$ cat config.mk
export PLATFORM = sky130hd
export DESIGN_NAME = sbt_timer
export DESIGN_NICKNAME = d
export VERILOG_FILES = /design/src/hdl/sbt_pkg.sv /design/src/hdl/sbt_tick_if.sv /design/src/hdl/sbt_timer.sv /design/src/hdl/sbt_pin_sync.sv /design/src/hdl/sbt_prescaler.sv
export SDC_FILE = /design/constraint.sdc
export NUM_CORES = 1
export LEC_CHECK = 0
export BUFFER_PORTS_ARGS = -buffer_cell sky130_fd_sc_hd__clkbuf_2
export CAP_MARGIN = 20
export CORE_MARGIN = 4
export CORE_UTILIZATION = 50
export DETAILED_ROUTE_END_ITERATION = 6
export GPL_TIMING_DRIVEN = 0
export PLACE_DENSITY = 0.8
export SLEW_MARGIN = 25
export SYNTH_ARGS = -nofsm -noshare
export SYNTH_HDL_FRONTEND = slang
export SYNTH_HIERARCHICAL = 1
export SYNTH_SLANG_ARGS = --single-unit
$ cat constraint.sdc
create_clock -name clk_in -period 2.8 [get_ports clk_in]
set_clock_uncertainty 0.05 [all_clocks]
set_input_delay 0.56 -clock clk_in [delete_from_list [all_inputs] [get_ports clk_in]]
set_output_delay 0.56 -clock clk_in [all_outputs]
set_load 0.1 [all_outputs]
$ cat src/hdl/sbt_pkg.sv
package sbt_pkg;

  // ==========================================================
  // register map, word index on addr_in
  localparam int unsigned ADDR_W      = 3;
  localparam int unsigned DATA_W      = 16;
  localparam logic [2:0]  ADDR_CTRL   = 3'h0;
  localparam logic [2:0]  ADDR_PERIOD = 3'h1;
  localparam logic [2:0]  ADDR_COUNT  = 3'h2;
  localparam logic [2:0]  ADDR_STATUS = 3'h3;
  localparam logic [2:0]  ADDR_MASK   = 3'h4;

  // ==========================================================
  // control register fields
  localparam int unsigned RUN_BIT   = 15;
  localparam int unsigned IDLE_BIT  = 13;
  localparam int unsigned ECS_LSB   = 8;
  localparam int unsigned GATE_BIT  = 6;
  localparam int unsigned PS_LSB    = 4;
  localparam int unsigned SYNC_BIT  = 2;
  localparam int unsigned CS_BIT    = 1;
  localparam logic [15:0] CTRL_WMASK   = 16'ha376;
  localparam logic [15:0] CTRL_RESET   = 16'h0000;
  localparam logic [15:0] PERIOD_RESET = 16'hffff;
  localparam logic [15:0] COUNT_RESET  = 16'h0000;

  // ==========================================================
  // status and mask layout
  localparam int unsigned STATUS_W    = 2;
  localparam int unsigned ST_MATCH    = 0;
  localparam int unsigned ST_GATE     = 1;
  localparam logic [1:0]  STATUS_RESET = 2'h0;

  // ==========================================================
  // pins and prescaler
  localparam int unsigned NUM_PINS = 4;
  localparam int unsigned PIN_SECONDARY_OSC = 0;
  localparam int unsigned PIN_EXT  = 1;
  localparam int unsigned PIN_LOW_POWER_RC_OSC = 2;
  localparam int unsigned PIN_GATE = 3;
  localparam logic [7:0]  PS_TERM_1   = 8'h00;
  localparam logic [7:0]  PS_TERM_8   = 8'h07;
  localparam logic [7:0]  PS_TERM_64  = 8'h3f;
  localparam logic [7:0]  PS_TERM_256 = 8'hff;

  typedef enum logic [1:0] {
    ECS_SECONDARY_OSC = 2'b00,
    ECS_PIN  = 2'b01,
    ECS_LOW_POWER_RC_OSC = 2'b10,
    ECS_RSVD = 2'b11
  } sbt_ecs_t;

  typedef enum logic [1:0] {
    ST_OFF  = 2'b00,
    ST_RUN  = 2'b01,
    ST_HOLD = 2'b11
  } sbt_state_t;

endpackage : sbt_pkg

$ cat src/hdl/sbt_tick_if.sv
`timescale 1ns/1ns
interface sbt_tick_if;
  logic [3:0] pin_rise;
  logic [3:0] pin_fall;
  logic [3:0] pin_lvl;
  logic       src_tick;
  logic [1:0] ps_sel;
  logic       ps_clr;
  logic       ps_tick;

  modport syncer (output pin_rise, output pin_fall, output pin_lvl);
  modport presc  (input src_tick, input ps_sel, input ps_clr, output ps_tick);
  modport core   (input pin_rise, input pin_fall, input pin_lvl, input ps_tick,
                  output src_tick, output ps_sel, output ps_clr);
endinterface : sbt_tick_if

$ cat src/hdl/sbt_timer.sv
// Behaviour
// - only power-on reset clears count and settings; other resets never reach it
// - sixteen-bit count as timer, synchronous counter or unsynchronised counter
// - interrupt on period match and on gate falling edge in gated mode
// - count while run_enable is one, hold while it is zero
// - keeps running in idle, and in sleep only as unsynchronised counter; stop_in_idle halts it in idle
// - extended select counts only while clock_source_select picks extended source
// - gating ignored with extended clock; else one counts only while gate high
// - prescale divides input by 1, 8, 64 or 256
// - sync bit synchronises extended clock; ignored with internal clock
`timescale 1ns/1ns
module sbt_timer (
  input  wire logic        clk_in,
  input  wire logic        rst_n_in,
  input  wire logic [2:0]  addr_in,
  input  wire logic [15:0] wdata_in,
  input  wire logic        wr_in,
  input  wire logic        rd_in,
  output logic      [15:0] rdata_out,
  input  wire logic        idle_in,
  input  wire logic        sleep_in,
  input  wire logic        secondary_osc_in,
  input  wire logic        external_clock_pin_in,
  input  wire logic        low_power_rc_osc_in,
  input  wire logic        gate_in,
  output logic             irq_out
);
  // ==========================================================
  // registers
  logic [15:0]          ctrl_ff;
  logic [15:0]          period_value_ff;
  logic [15:0]          count_ff;
  logic [1:0]           status_ff;
  logic [1:0]           mask_ff;
  logic [15:0]          rdata_ff;
  logic                 ext_rise_d_ff;
  sbt_pkg::sbt_state_t  state_ff;
  sbt_pkg::sbt_state_t  nxt_state;

  logic                 run_enable;
  logic                 stop_in_idle;
  sbt_pkg::sbt_ecs_t    extended_clock_select;
  logic                 gated_accumulate_enable;
  logic [1:0]           prescale_select;
  logic                 external_sync_select;
  logic                 clock_source_select;
  logic                 ext_rise;
  logic                 match;
  logic                 count_wr;
  logic                 ctrl_wr;
  logic [1:0]           ev_set;
  logic [1:0]           ev_clr;

  sbt_tick_if tk ();

  sbt_pin_sync u_sync (
    .clk_in   (clk_in),
    .rst_n_in (rst_n_in),
    .pins_in  ({gate_in, low_power_rc_osc_in, external_clock_pin_in, secondary_osc_in}),
    .tk       (tk)
  );

  sbt_prescaler u_presc (
    .clk_in   (clk_in),
    .rst_n_in (rst_n_in),
    .tk       (tk)
  );

  assign run_enable              = ctrl_ff[sbt_pkg::RUN_BIT];
  assign stop_in_idle            = ctrl_ff[sbt_pkg::IDLE_BIT];
  assign extended_clock_select   = sbt_pkg::sbt_ecs_t'(ctrl_ff[sbt_pkg::ECS_LSB +: 2]);
  assign gated_accumulate_enable = ctrl_ff[sbt_pkg::GATE_BIT];
  assign prescale_select         = ctrl_ff[sbt_pkg::PS_LSB +: 2];
  assign external_sync_select    = ctrl_ff[sbt_pkg::SYNC_BIT];
  assign clock_source_select     = ctrl_ff[sbt_pkg::CS_BIT];

  assign ctrl_wr  = wr_in && (addr_in == sbt_pkg::ADDR_CTRL);
  assign count_wr = wr_in && (addr_in == sbt_pkg::ADDR_COUNT);

  // ==========================================================
  // run state: hold covers idle stop and sleep
  // an unsynchronised extended counter is the only mode that survives sleep,
  // since the synchroniser and system clock tick are dead there
  always_comb begin
    case (state_ff)
      sbt_pkg::ST_OFF,
      sbt_pkg::ST_RUN,
      sbt_pkg::ST_HOLD: begin
        if (!run_enable) begin
          nxt_state = sbt_pkg::ST_OFF;
        end else if ((idle_in && stop_in_idle) ||
                     (sleep_in && !(clock_source_select && !external_sync_select))) begin
          nxt_state = sbt_pkg::ST_HOLD;
        end else begin
          nxt_state = sbt_pkg::ST_RUN;
        end
      end
      default: nxt_state = sbt_pkg::ST_OFF;
    endcase
  end

  always_ff @(posedge clk_in or negedge rst_n_in) begin
    if (!rst_n_in) begin
      state_ff <= sbt_pkg::ST_OFF;
    end else begin
      state_ff <= nxt_state;
    end
  end

  // ==========================================================
  // clock source selection
  always_comb begin
    case (extended_clock_select)
      sbt_pkg::ECS_SECONDARY_OSC: ext_rise = tk.pin_rise[sbt_pkg::PIN_SECONDARY_OSC];
      sbt_pkg::ECS_PIN:  ext_rise = tk.pin_rise[sbt_pkg::PIN_EXT];
      sbt_pkg::ECS_LOW_POWER_RC_OSC: ext_rise = tk.pin_rise[sbt_pkg::PIN_LOW_POWER_RC_OSC];
      default:           ext_rise = 1'b0;
    endcase
  end

  // sync mode costs one extra cycle of latency to align to the device clock
  always_ff @(posedge clk_in or negedge rst_n_in) begin
    if (!rst_n_in) begin
      ext_rise_d_ff <= 1'b0;
    end else begin
      ext_rise_d_ff <= ext_rise;
    end
  end

  // the live run condition gates the tick too: without it a stop, idle stop or
  // sleep request would let one more tick through while the state register
  // catches up, and a halted timer must not move at all
  always_comb begin
    tk.src_tick = 1'b0;
    if ((state_ff == sbt_pkg::ST_RUN) && (nxt_state == sbt_pkg::ST_RUN)) begin
      if (clock_source_select) begin
        tk.src_tick = external_sync_select ? ext_rise_d_ff : ext_rise;
      end else begin
        tk.src_tick = gated_accumulate_enable ? tk.pin_lvl[sbt_pkg::PIN_GATE] : 1'b1;
      end
    end
  end

  assign tk.ps_sel = prescale_select;
  assign tk.ps_clr = !run_enable || ctrl_wr;

  // ==========================================================
  // count and period match
  assign match = tk.ps_tick && (count_ff == period_value_ff);

  // power-on reset only: the system wiring keeps other resets off rst_n_in
  always_ff @(posedge clk_in or negedge rst_n_in) begin
    if (!rst_n_in) begin
      count_ff <= sbt_pkg::COUNT_RESET;
    end else if (count_wr) begin
      count_ff <= wdata_in;
    end else if (tk.ps_tick) begin
      count_ff <= match ? 16'h0000 : count_ff + 16'h0001;
    end
  end

  // ==========================================================
  // software registers
  always_ff @(posedge clk_in or negedge rst_n_in) begin
    if (!rst_n_in) begin
      ctrl_ff <= sbt_pkg::CTRL_RESET;
    end else if (ctrl_wr) begin
      ctrl_ff <= wdata_in & sbt_pkg::CTRL_WMASK;
    end
  end

  always_ff @(posedge clk_in or negedge rst_n_in) begin
    if (!rst_n_in) begin
      period_value_ff <= sbt_pkg::PERIOD_RESET;
    end else if (wr_in && (addr_in == sbt_pkg::ADDR_PERIOD)) begin
      period_value_ff <= wdata_in;
    end
  end

  always_ff @(posedge clk_in or negedge rst_n_in) begin
    if (!rst_n_in) begin
      mask_ff <= sbt_pkg::STATUS_RESET;
    end else if (wr_in && (addr_in == sbt_pkg::ADDR_MASK)) begin
      mask_ff <= wdata_in[1:0];
    end
  end

  // ==========================================================
  // sticky events, set beats a same-cycle clear
  assign ev_set[sbt_pkg::ST_MATCH] = match;
  assign ev_set[sbt_pkg::ST_GATE]  = (state_ff == sbt_pkg::ST_RUN) && !clock_source_select &&
                                     gated_accumulate_enable &&
                                     tk.pin_fall[sbt_pkg::PIN_GATE];
  assign ev_clr = (wr_in && (addr_in == sbt_pkg::ADDR_STATUS)) ? wdata_in[1:0] : 2'h0;

  always_ff @(posedge clk_in or negedge rst_n_in) begin
    if (!rst_n_in) begin
      status_ff <= sbt_pkg::STATUS_RESET;
    end else begin
      status_ff <= (status_ff & ~ev_clr) | ev_set;
    end
  end

  assign irq_out = |(status_ff & mask_ff);

  // ==========================================================
  // read port, data valid the cycle after rd_in
  always_ff @(posedge clk_in or negedge rst_n_in) begin
    if (!rst_n_in) begin
      rdata_ff <= 16'h0000;
    end else if (rd_in) begin
      case (addr_in)
        sbt_pkg::ADDR_CTRL:   rdata_ff <= ctrl_ff & sbt_pkg::CTRL_WMASK;
        sbt_pkg::ADDR_PERIOD: rdata_ff <= period_value_ff;
        sbt_pkg::ADDR_COUNT:  rdata_ff <= count_ff;
        sbt_pkg::ADDR_STATUS: rdata_ff <= {12'h000, state_ff, status_ff};
        sbt_pkg::ADDR_MASK:   rdata_ff <= {14'h0, mask_ff};
        default:              rdata_ff <= 16'h0000;
      endcase
    end else begin
      rdata_ff <= 16'h0000;
    end
  end

  assign rdata_out = rdata_ff;
endmodule : sbt_timer

$ cat src/hdl/sbt_pin_sync.sv
`timescale 1ns/1ns
module sbt_pin_sync (
  input  wire logic       clk_in,
  input  wire logic       rst_n_in,
  input  wire logic [3:0] pins_in,
  sbt_tick_if.syncer      tk
);
  // ==========================================================
  // two-stage synchroniser plus history stage per pin
  genvar g;
  generate
    for (g = 0; g < sbt_pkg::NUM_PINS; g++) begin : g_pin
      logic s1_ff;
      logic s2_ff;
      logic s3_ff;
      always_ff @(posedge clk_in or negedge rst_n_in) begin
        if (!rst_n_in) begin
          s1_ff <= 1'b0;
          s2_ff <= 1'b0;
          s3_ff <= 1'b0;
        end else begin
          s1_ff <= pins_in[g];
          s2_ff <= s1_ff;
          s3_ff <= s2_ff;
        end
      end
      assign tk.pin_lvl[g]  = s2_ff;
      assign tk.pin_rise[g] = s2_ff & ~s3_ff;
      assign tk.pin_fall[g] = ~s2_ff & s3_ff;
    end
  endgenerate
endmodule : sbt_pin_sync

$ cat src/hdl/sbt_prescaler.sv
`timescale 1ns/1ns
module sbt_prescaler (
  input  wire logic clk_in,
  input  wire logic rst_n_in,
  sbt_tick_if.presc tk
);
  logic [7:0] cnt_ff;
  logic [7:0] term;

  // ==========================================================
  // divide ratio select
  always_comb begin
    case (tk.ps_sel)
      2'b00:   term = sbt_pkg::PS_TERM_1;
      2'b01:   term = sbt_pkg::PS_TERM_8;
      2'b10:   term = sbt_pkg::PS_TERM_64;
      default: term = sbt_pkg::PS_TERM_256;
    endcase
  end

  assign tk.ps_tick = tk.src_tick & (cnt_ff == term);

  always_ff @(posedge clk_in or negedge rst_n_in) begin
    if (!rst_n_in) begin
      cnt_ff <= 8'h00;
    end else if (tk.ps_clr) begin
      cnt_ff <= 8'h00;
    end else if (tk.src_tick) begin
      cnt_ff <= (cnt_ff >= term) ? 8'h00 : cnt_ff + 8'h01;
    end
  end
endmodule : sbt_prescaler

# --- Word level (Yosys, flattened, before mapping) ---
# Cells that the tools add are included.
op_classes:
  n_reduce_logical: 27
  addsub: 2
  eq_ne: 13
  n_mux: 18
  bitwise_logic: 13
  magnitude_cmp: 1
ops:
  columns: ["op", "count"]
  rows:
  - ["one-hot mux 16 bit (5 select lines)", 1]
  - ["2-to-1 mux 16 bit", 4]
  - ["2-to-1 mux 8 bit", 3]
  - ["one-hot mux 8 bit (3 select lines)", 1]
  - ["adder 16 x 1 -> 16 bit, second input constant", 1]
  - ["equality test 16 bit", 1]
  - ["logical AND 1 bit", 13]
  - ["adder 8 x 1 -> 8 bit, second input constant", 1]
  - ["equality test 2 x 1 -> 1 bit, second input constant", 4]
  - ["equality test 8 bit", 1]
  - ["greater-or-equal comparator 8 bit", 1]
  - ["2-to-1 mux 2 bit", 4]
  - ["equality test 2 bit, second input constant", 3]
  - ["equality test 3 x 2 -> 1 bit, second input constant", 2]
  - ["logical NOT 2 bit", 3]
  - ["AND 1 bit", 5]
  - ["AND 2 bit", 2]
  - ["logical NOT 1 bit", 4]
  - ["2-to-1 mux 1 bit", 4]
  - ["NOT 1 bit", 4]
  - ["nonzero test 2 bit", 2]
  - ["equality test 3 x 1 -> 1 bit, second input constant", 1]
  - ["equality test 3 bit, second input constant", 1]
  - ["logical NOT 3 bit", 1]
  - ["other kinds (6)", 7]
totals:
  regBits: 84
  out_inout_bits: 17

# --- Depth between registers and ports, before layout ---
logic_depth:
  word_depth: 16
  depth_mapped: 12
  mapped_depth_nobuf: 9

# --- Hierarchy ---
# The synthesis kept the hierarchy.
modules_own_cells:
  columns: ["module", "area_each_um2", "instances", "cells_each", "seq_area_each_um2"]
  rows:
  - ["sbt_timer", 3403.3, 1, 310, 1621.6]
  - ["sbt_prescaler", 659.4, 1, 71, 200.2]
  - ["sbt_pin_sync", 380.4, 1, 24, 300.3]

# --- Least setup slack after synthesis ---
# No wires, ideal clock.
synth_timing:
  path_kind: "reg-to-reg"
  startpoint: "register u_presc.cnt_ff[2]"
  endpoint: "register count_ff[11]"
  path_slack_ns: 0.291
  path_stages_with_launch: 11
  t_arrival_ns: 2.336
  setup_ns: 0.123
  path_cell_list: "dfrtp_1 > buf_6 > or3_1 > a211oi_2 > o211a_4 > and2_2 > clkbuf_1 > clkbuf_1 > nor3b_1 > a21oi_1 > o21ai_2"
synth_via:
  elab_chain_cells: 6
  elab_cells_between_ends: 7
  classes_between: "eq/ne: 1; mux: 3; bitwise: 1; reduce/logical: 2"
synth_rtl:
  columns: ["element", "line", "text"]
  rows:
  - ["from (decl)", "sbt_prescaler.sv:7", "logic [7:0] cnt_ff;"]
  - ["from (signal assigned)", "sbt_prescaler.sv:29", "cnt_ff <= (cnt_ff >= term) ? 8'h00 : cnt_ff + 8'h01;"]
  - ["equality test 8 bit *", "sbt_prescaler.sv:21", "assign tk.ps_tick = tk.src_tick & (cnt_ff == term);"]
  - ["AND 1 bit *", "sbt_prescaler.sv:21", null]
  - ["named net tk.ps_tick", "sbt_tick_if.sv:9", "logic ps_tick;"]
  - ["logical AND 1 bit", "sbt_timer.sv:149", "assign match = tk.ps_tick && (count_ff == period_value_ff);"]
  - ["2-to-1 mux 16 bit", "sbt_timer.sv:158", "count_ff <= match ? 16'h0000 : count_ff + 16'h0001;"]
  - ["2-to-1 mux 16 bit", "sbt_timer.sv:157", "end else if (tk.ps_tick) begin"]
  - ["2-to-1 mux 16 bit", "sbt_timer.sv:155", "end else if (count_wr) begin"]
  - ["to (signal assigned)", "sbt_timer.sv:154", "count_ff <= sbt_pkg::COUNT_RESET;"]
  - ["to (signal assigned)", "sbt_timer.sv:156", "count_ff <= wdata_in;"]
  - ["to (signal assigned)", "sbt_timer.sv:158", null]
  - ["to (decl)", "sbt_timer.sv:32", "logic [15:0] count_ff;"]
# The timed path passes the listed nets; every way through them passes the cells marked *. The select of a mux whose other input is x is not followed.
# A chain may end at the register's enable or synchronous reset.

# --- Final worst setup path ---
layout_timing:
  startpoint: "register ctrl_ff[5]"
  endpoint: "register count_ff[12]"
layout_via:
  elab_chain_cells: 8
  elab_cells_between_ends: 11
  classes_between: "eq/ne: 3; mux: 4; bitwise: 1; reduce/logical: 3"
layout_rtl:
  columns: ["element", "line", "text"]
  rows:
  - ["from (decl)", "sbt_timer.sv:30", "logic [15:0] ctrl_ff;"]
  - ["from (signal assigned)", "sbt_timer.sv:166", "ctrl_ff <= sbt_pkg::CTRL_RESET;"]
  - ["from (signal assigned)", "sbt_timer.sv:168", "ctrl_ff <= wdata_in & sbt_pkg::CTRL_WMASK;"]
  - ["equality test 2 bit (tied with other cells)", "sbt_prescaler.sv:13", "case (tk.ps_sel)"]
  - ["one-hot mux 8 bit (3 select lines) *", "sbt_prescaler.sv:13", null]
  - ["equality test 8 bit *", "sbt_prescaler.sv:21", null]
  - ["AND 1 bit *", "sbt_prescaler.sv:21", null]
  - ["named net tk.ps_tick", "sbt_tick_if.sv:9", null]
  - ["logical AND 1 bit", "sbt_timer.sv:149", null]
  - ["2-to-1 mux 16 bit", "sbt_timer.sv:158", null]
  - ["2-to-1 mux 16 bit", "sbt_timer.sv:157", null]
  - ["2-to-1 mux 16 bit", "sbt_timer.sv:155", null]
# Marked as above.

==> impl_metrics.json <==
{
  "start_util_pct": 52.44,
  "antenna_found_initial": 0,
  "powerDensity_mw_per_mm2": 689.5,
  "final-seq-area_mm2": 0.002122,
  "grt_setup_unrepaired": "false",
  "status": "complete, no violations",
  "grt_overflow": 0,
  "internal-power_mw": 2.289,
  "fin_cells": 561,
  "layout-drive-gt1-share_pct": 28.95,
  "critPathMaxFanout": 10,
  "remaining_drc_errors": 0,
  "power.switching_mw": 1.144,
  "wl_per_cell_um": 16.99,
  "boundaryPins": 46,
  "startpoint_type": "register",
  "hpwl_um": 6907,
  "worst_slack_ns": 0.1864,
  "drt_iter0_markers": 174,
  "cpMostUsedCell": "nand2_1",
  "hold_violations": 0,
  "wirelength_um": 9534,
  "row_count": 33,
  "cp_cell_sequence": "buf_2 > nand2_1 > ha_1 > nand2_1 > a21oi_2 > o211a_4 > and2_2 > clkbuf_2 > nor3b_1 > a21oi_1 > o21ai_2",
  "first_pass_iters": 5,
  "grt_pass1_vias": 3294,
  "clk_pin_slew_ns": 0.10,
  "area_delta_synth_final_pct": 13.29,
  "maxClockFrequency_mhz": 382.6,
  "clk_path_buf_depth": 2,
  "critPathMaxStageDelay_ns": 0.37,
  "syn-cell-area_mm2": 0.004395,
  "synthCells": 398,
  "period_share_pct": 93.34,
  "final_nets": 485,
  "dieArea_mm2": 0.01036,
  "core_mm2": 0.008382,
  "power.total_mw": 3.433,
  "grt_pass1_wl_um": 15880,
  "cts_buffers": 9,
  "setup_viol": 0,
  "cts_root_buffer": "clkbuf_8",
  "cts_resized": 1,
  "comb_power_share_pct": 24.5,
  "seqPwrFrac_pct": 46.8,
  "worstMarginPinSlew_ns": 0.6593,
  "switching_share_pct": 33.33,
  "cts_setup_buffers": 0,
  "portBuffers": 43,
  "via_per_inst": 5.765,
  "min_path_type": "in -> async",
  "clock_latency_ns": 0.36,
  "finalMaxSlewViolations": 0,
  "dp_cells": 546,
  "synth.avg_cell_area_um2": 11.04,
  "crit_buf_inv": 2,
  "via_count": 3234,
  "relSlewSlack_pct": 56.05,
  "maxCapViolCount": 0,
  "power.leakage_nw": 2.223,
  "dieWidth_um": 101.8,
  "cpLargestDelayFamily": "compound AO/OA/AOI/OAI gates",
  "crit_slowest_cell": "dfrtp_1",
  "antenna_left": 0,
  "cts_tree": "yes",
  "clock-sinks": 84,
  "grt_use_total_pct": 19.91,
  "cp_data_required_time_ns": 2.99,
  "critPathKind": "reg -> reg",
  "htree_levels": 3,
  "pwr-share-clk_pct": 28.7,
  "critical_path_arrival_ns": 2.80,
  "cp-end-kind": "register",
  "synth_nets": 432,
  "vdd_drop_max_uv": 331.6,
  "grt_max_degree": 85,
  "synth_warnings": 6,
  "final_cell_mix": "dfrtp_1 (68), clkbuf_2 (43), nor2_1 (32)",
  "multi_input_area_mm2": 0.002088,
  "period_needed_ns": 2.614,
  "n_antenna_cell": 0,
  "fill_cells": 713,
  "die_y_um": 101.8,
  "dp_slack_ns": -0.2067,
  "mostFrequentLayoutCell": "dfrtp_1",
  "hold_buffers": 0,
  "gp_congestion": 0.8672
}
## cell type report
| cell class | count | area share, % |
|---|---|---|
| inverters | 12 | 0.9045 |
| repair buffers | 43 | 4.497 |
| multi-input cells | 280 | 41.93 |
| clock buffers | 10 | 2.764 |
| well taps | 105 | 2.638 |
| clock inverters | 6 | 1.884 |
| plain buffers | 21 | 2.764 |
| flip-flops and latches | 84 | 42.61 |
## per-layer routing
layer  vias up  GRT usage (%)  wire length (µm)
li1       1523              -                 -
met1      1595          25.29              3994
met2        96          33.50              4802
met3        20          3.375               521
met4         0          8.589               216
met5         -              0                 0
## sequential cells by signal (all words and copies together), names as in the netlist
signal              flops
ctrl_ff                 9
status_ff               2
u_presc/cnt_ff          8
ext_rise_d_ff           1
u_sync/g_pin.s2_ff      4
period_value_ff        16
u_sync/g_pin.s3_ff      4
state_ff                2
mask_ff                 2
u_sync/g_pin.s1_ff      4
count_ff               16
rdata_out              16
## power by group through the flow
| stage | Combinational, mW | Sequential, mW | Clock, mW |
|---|---|---|---|
| 4_1_cts | 0.845 | 1.60 | 1.00 |
| 3_5_place_dp | 0.838 | 1.63 | 0 |
| 2_1_floorplan | 0.563 | 1.67 | 0 |
| 3_3_place_gp | 0.808 | 1.61 | 0 |
| 5_1_grt | 0.922 | 1.63 | 1.05 |
| 6_report | 0.840 | 1.61 | 0.985 |
## metrics by stage
| stage | utilization (%) | cell area [µm²] | hold WS, ns | setup TNS (ns) |
|---|---|---|---|---|
| after global routing | 59.41 | 4980 | 0.2309 | 0 |
| after CTS | 59.41 | 4980 | 0.2050 | 0 |
| after detailed placement | 56.68 | 4751 | 0.2864 | -1.612 |
| after global placement | 56.58 | 4742 | 0.2821 | -1.031 |
| final | 59.41 | 4980 | 0.1461 | 0 |
| after floorplan | - | 4395 | 0.2144 | 0 |
## worst paths after layout
path | startpoint | to | slack [ns] | cells after the start
min | rst_n_in | rdata_out[1] | 0.15 | 1
max reg2reg | ctrl_ff[5] | count_ff[12] | 0.19 | 11
min reg2reg | u_sync/g_pin[3].s1_ff | u_sync/g_pin[3].s2_ff | 0.30 | 0
max in group asynchronous | rst_n_in | count_ff[1] | 2.05 | 1
min in group clk_in | secondary_osc_in | u_sync/g_pin[0].s1_ff | 0.26 | 1
max | ctrl_ff[5] | count_ff[12] | 0.19 | 11
Power figures use the tool's default switching activity.
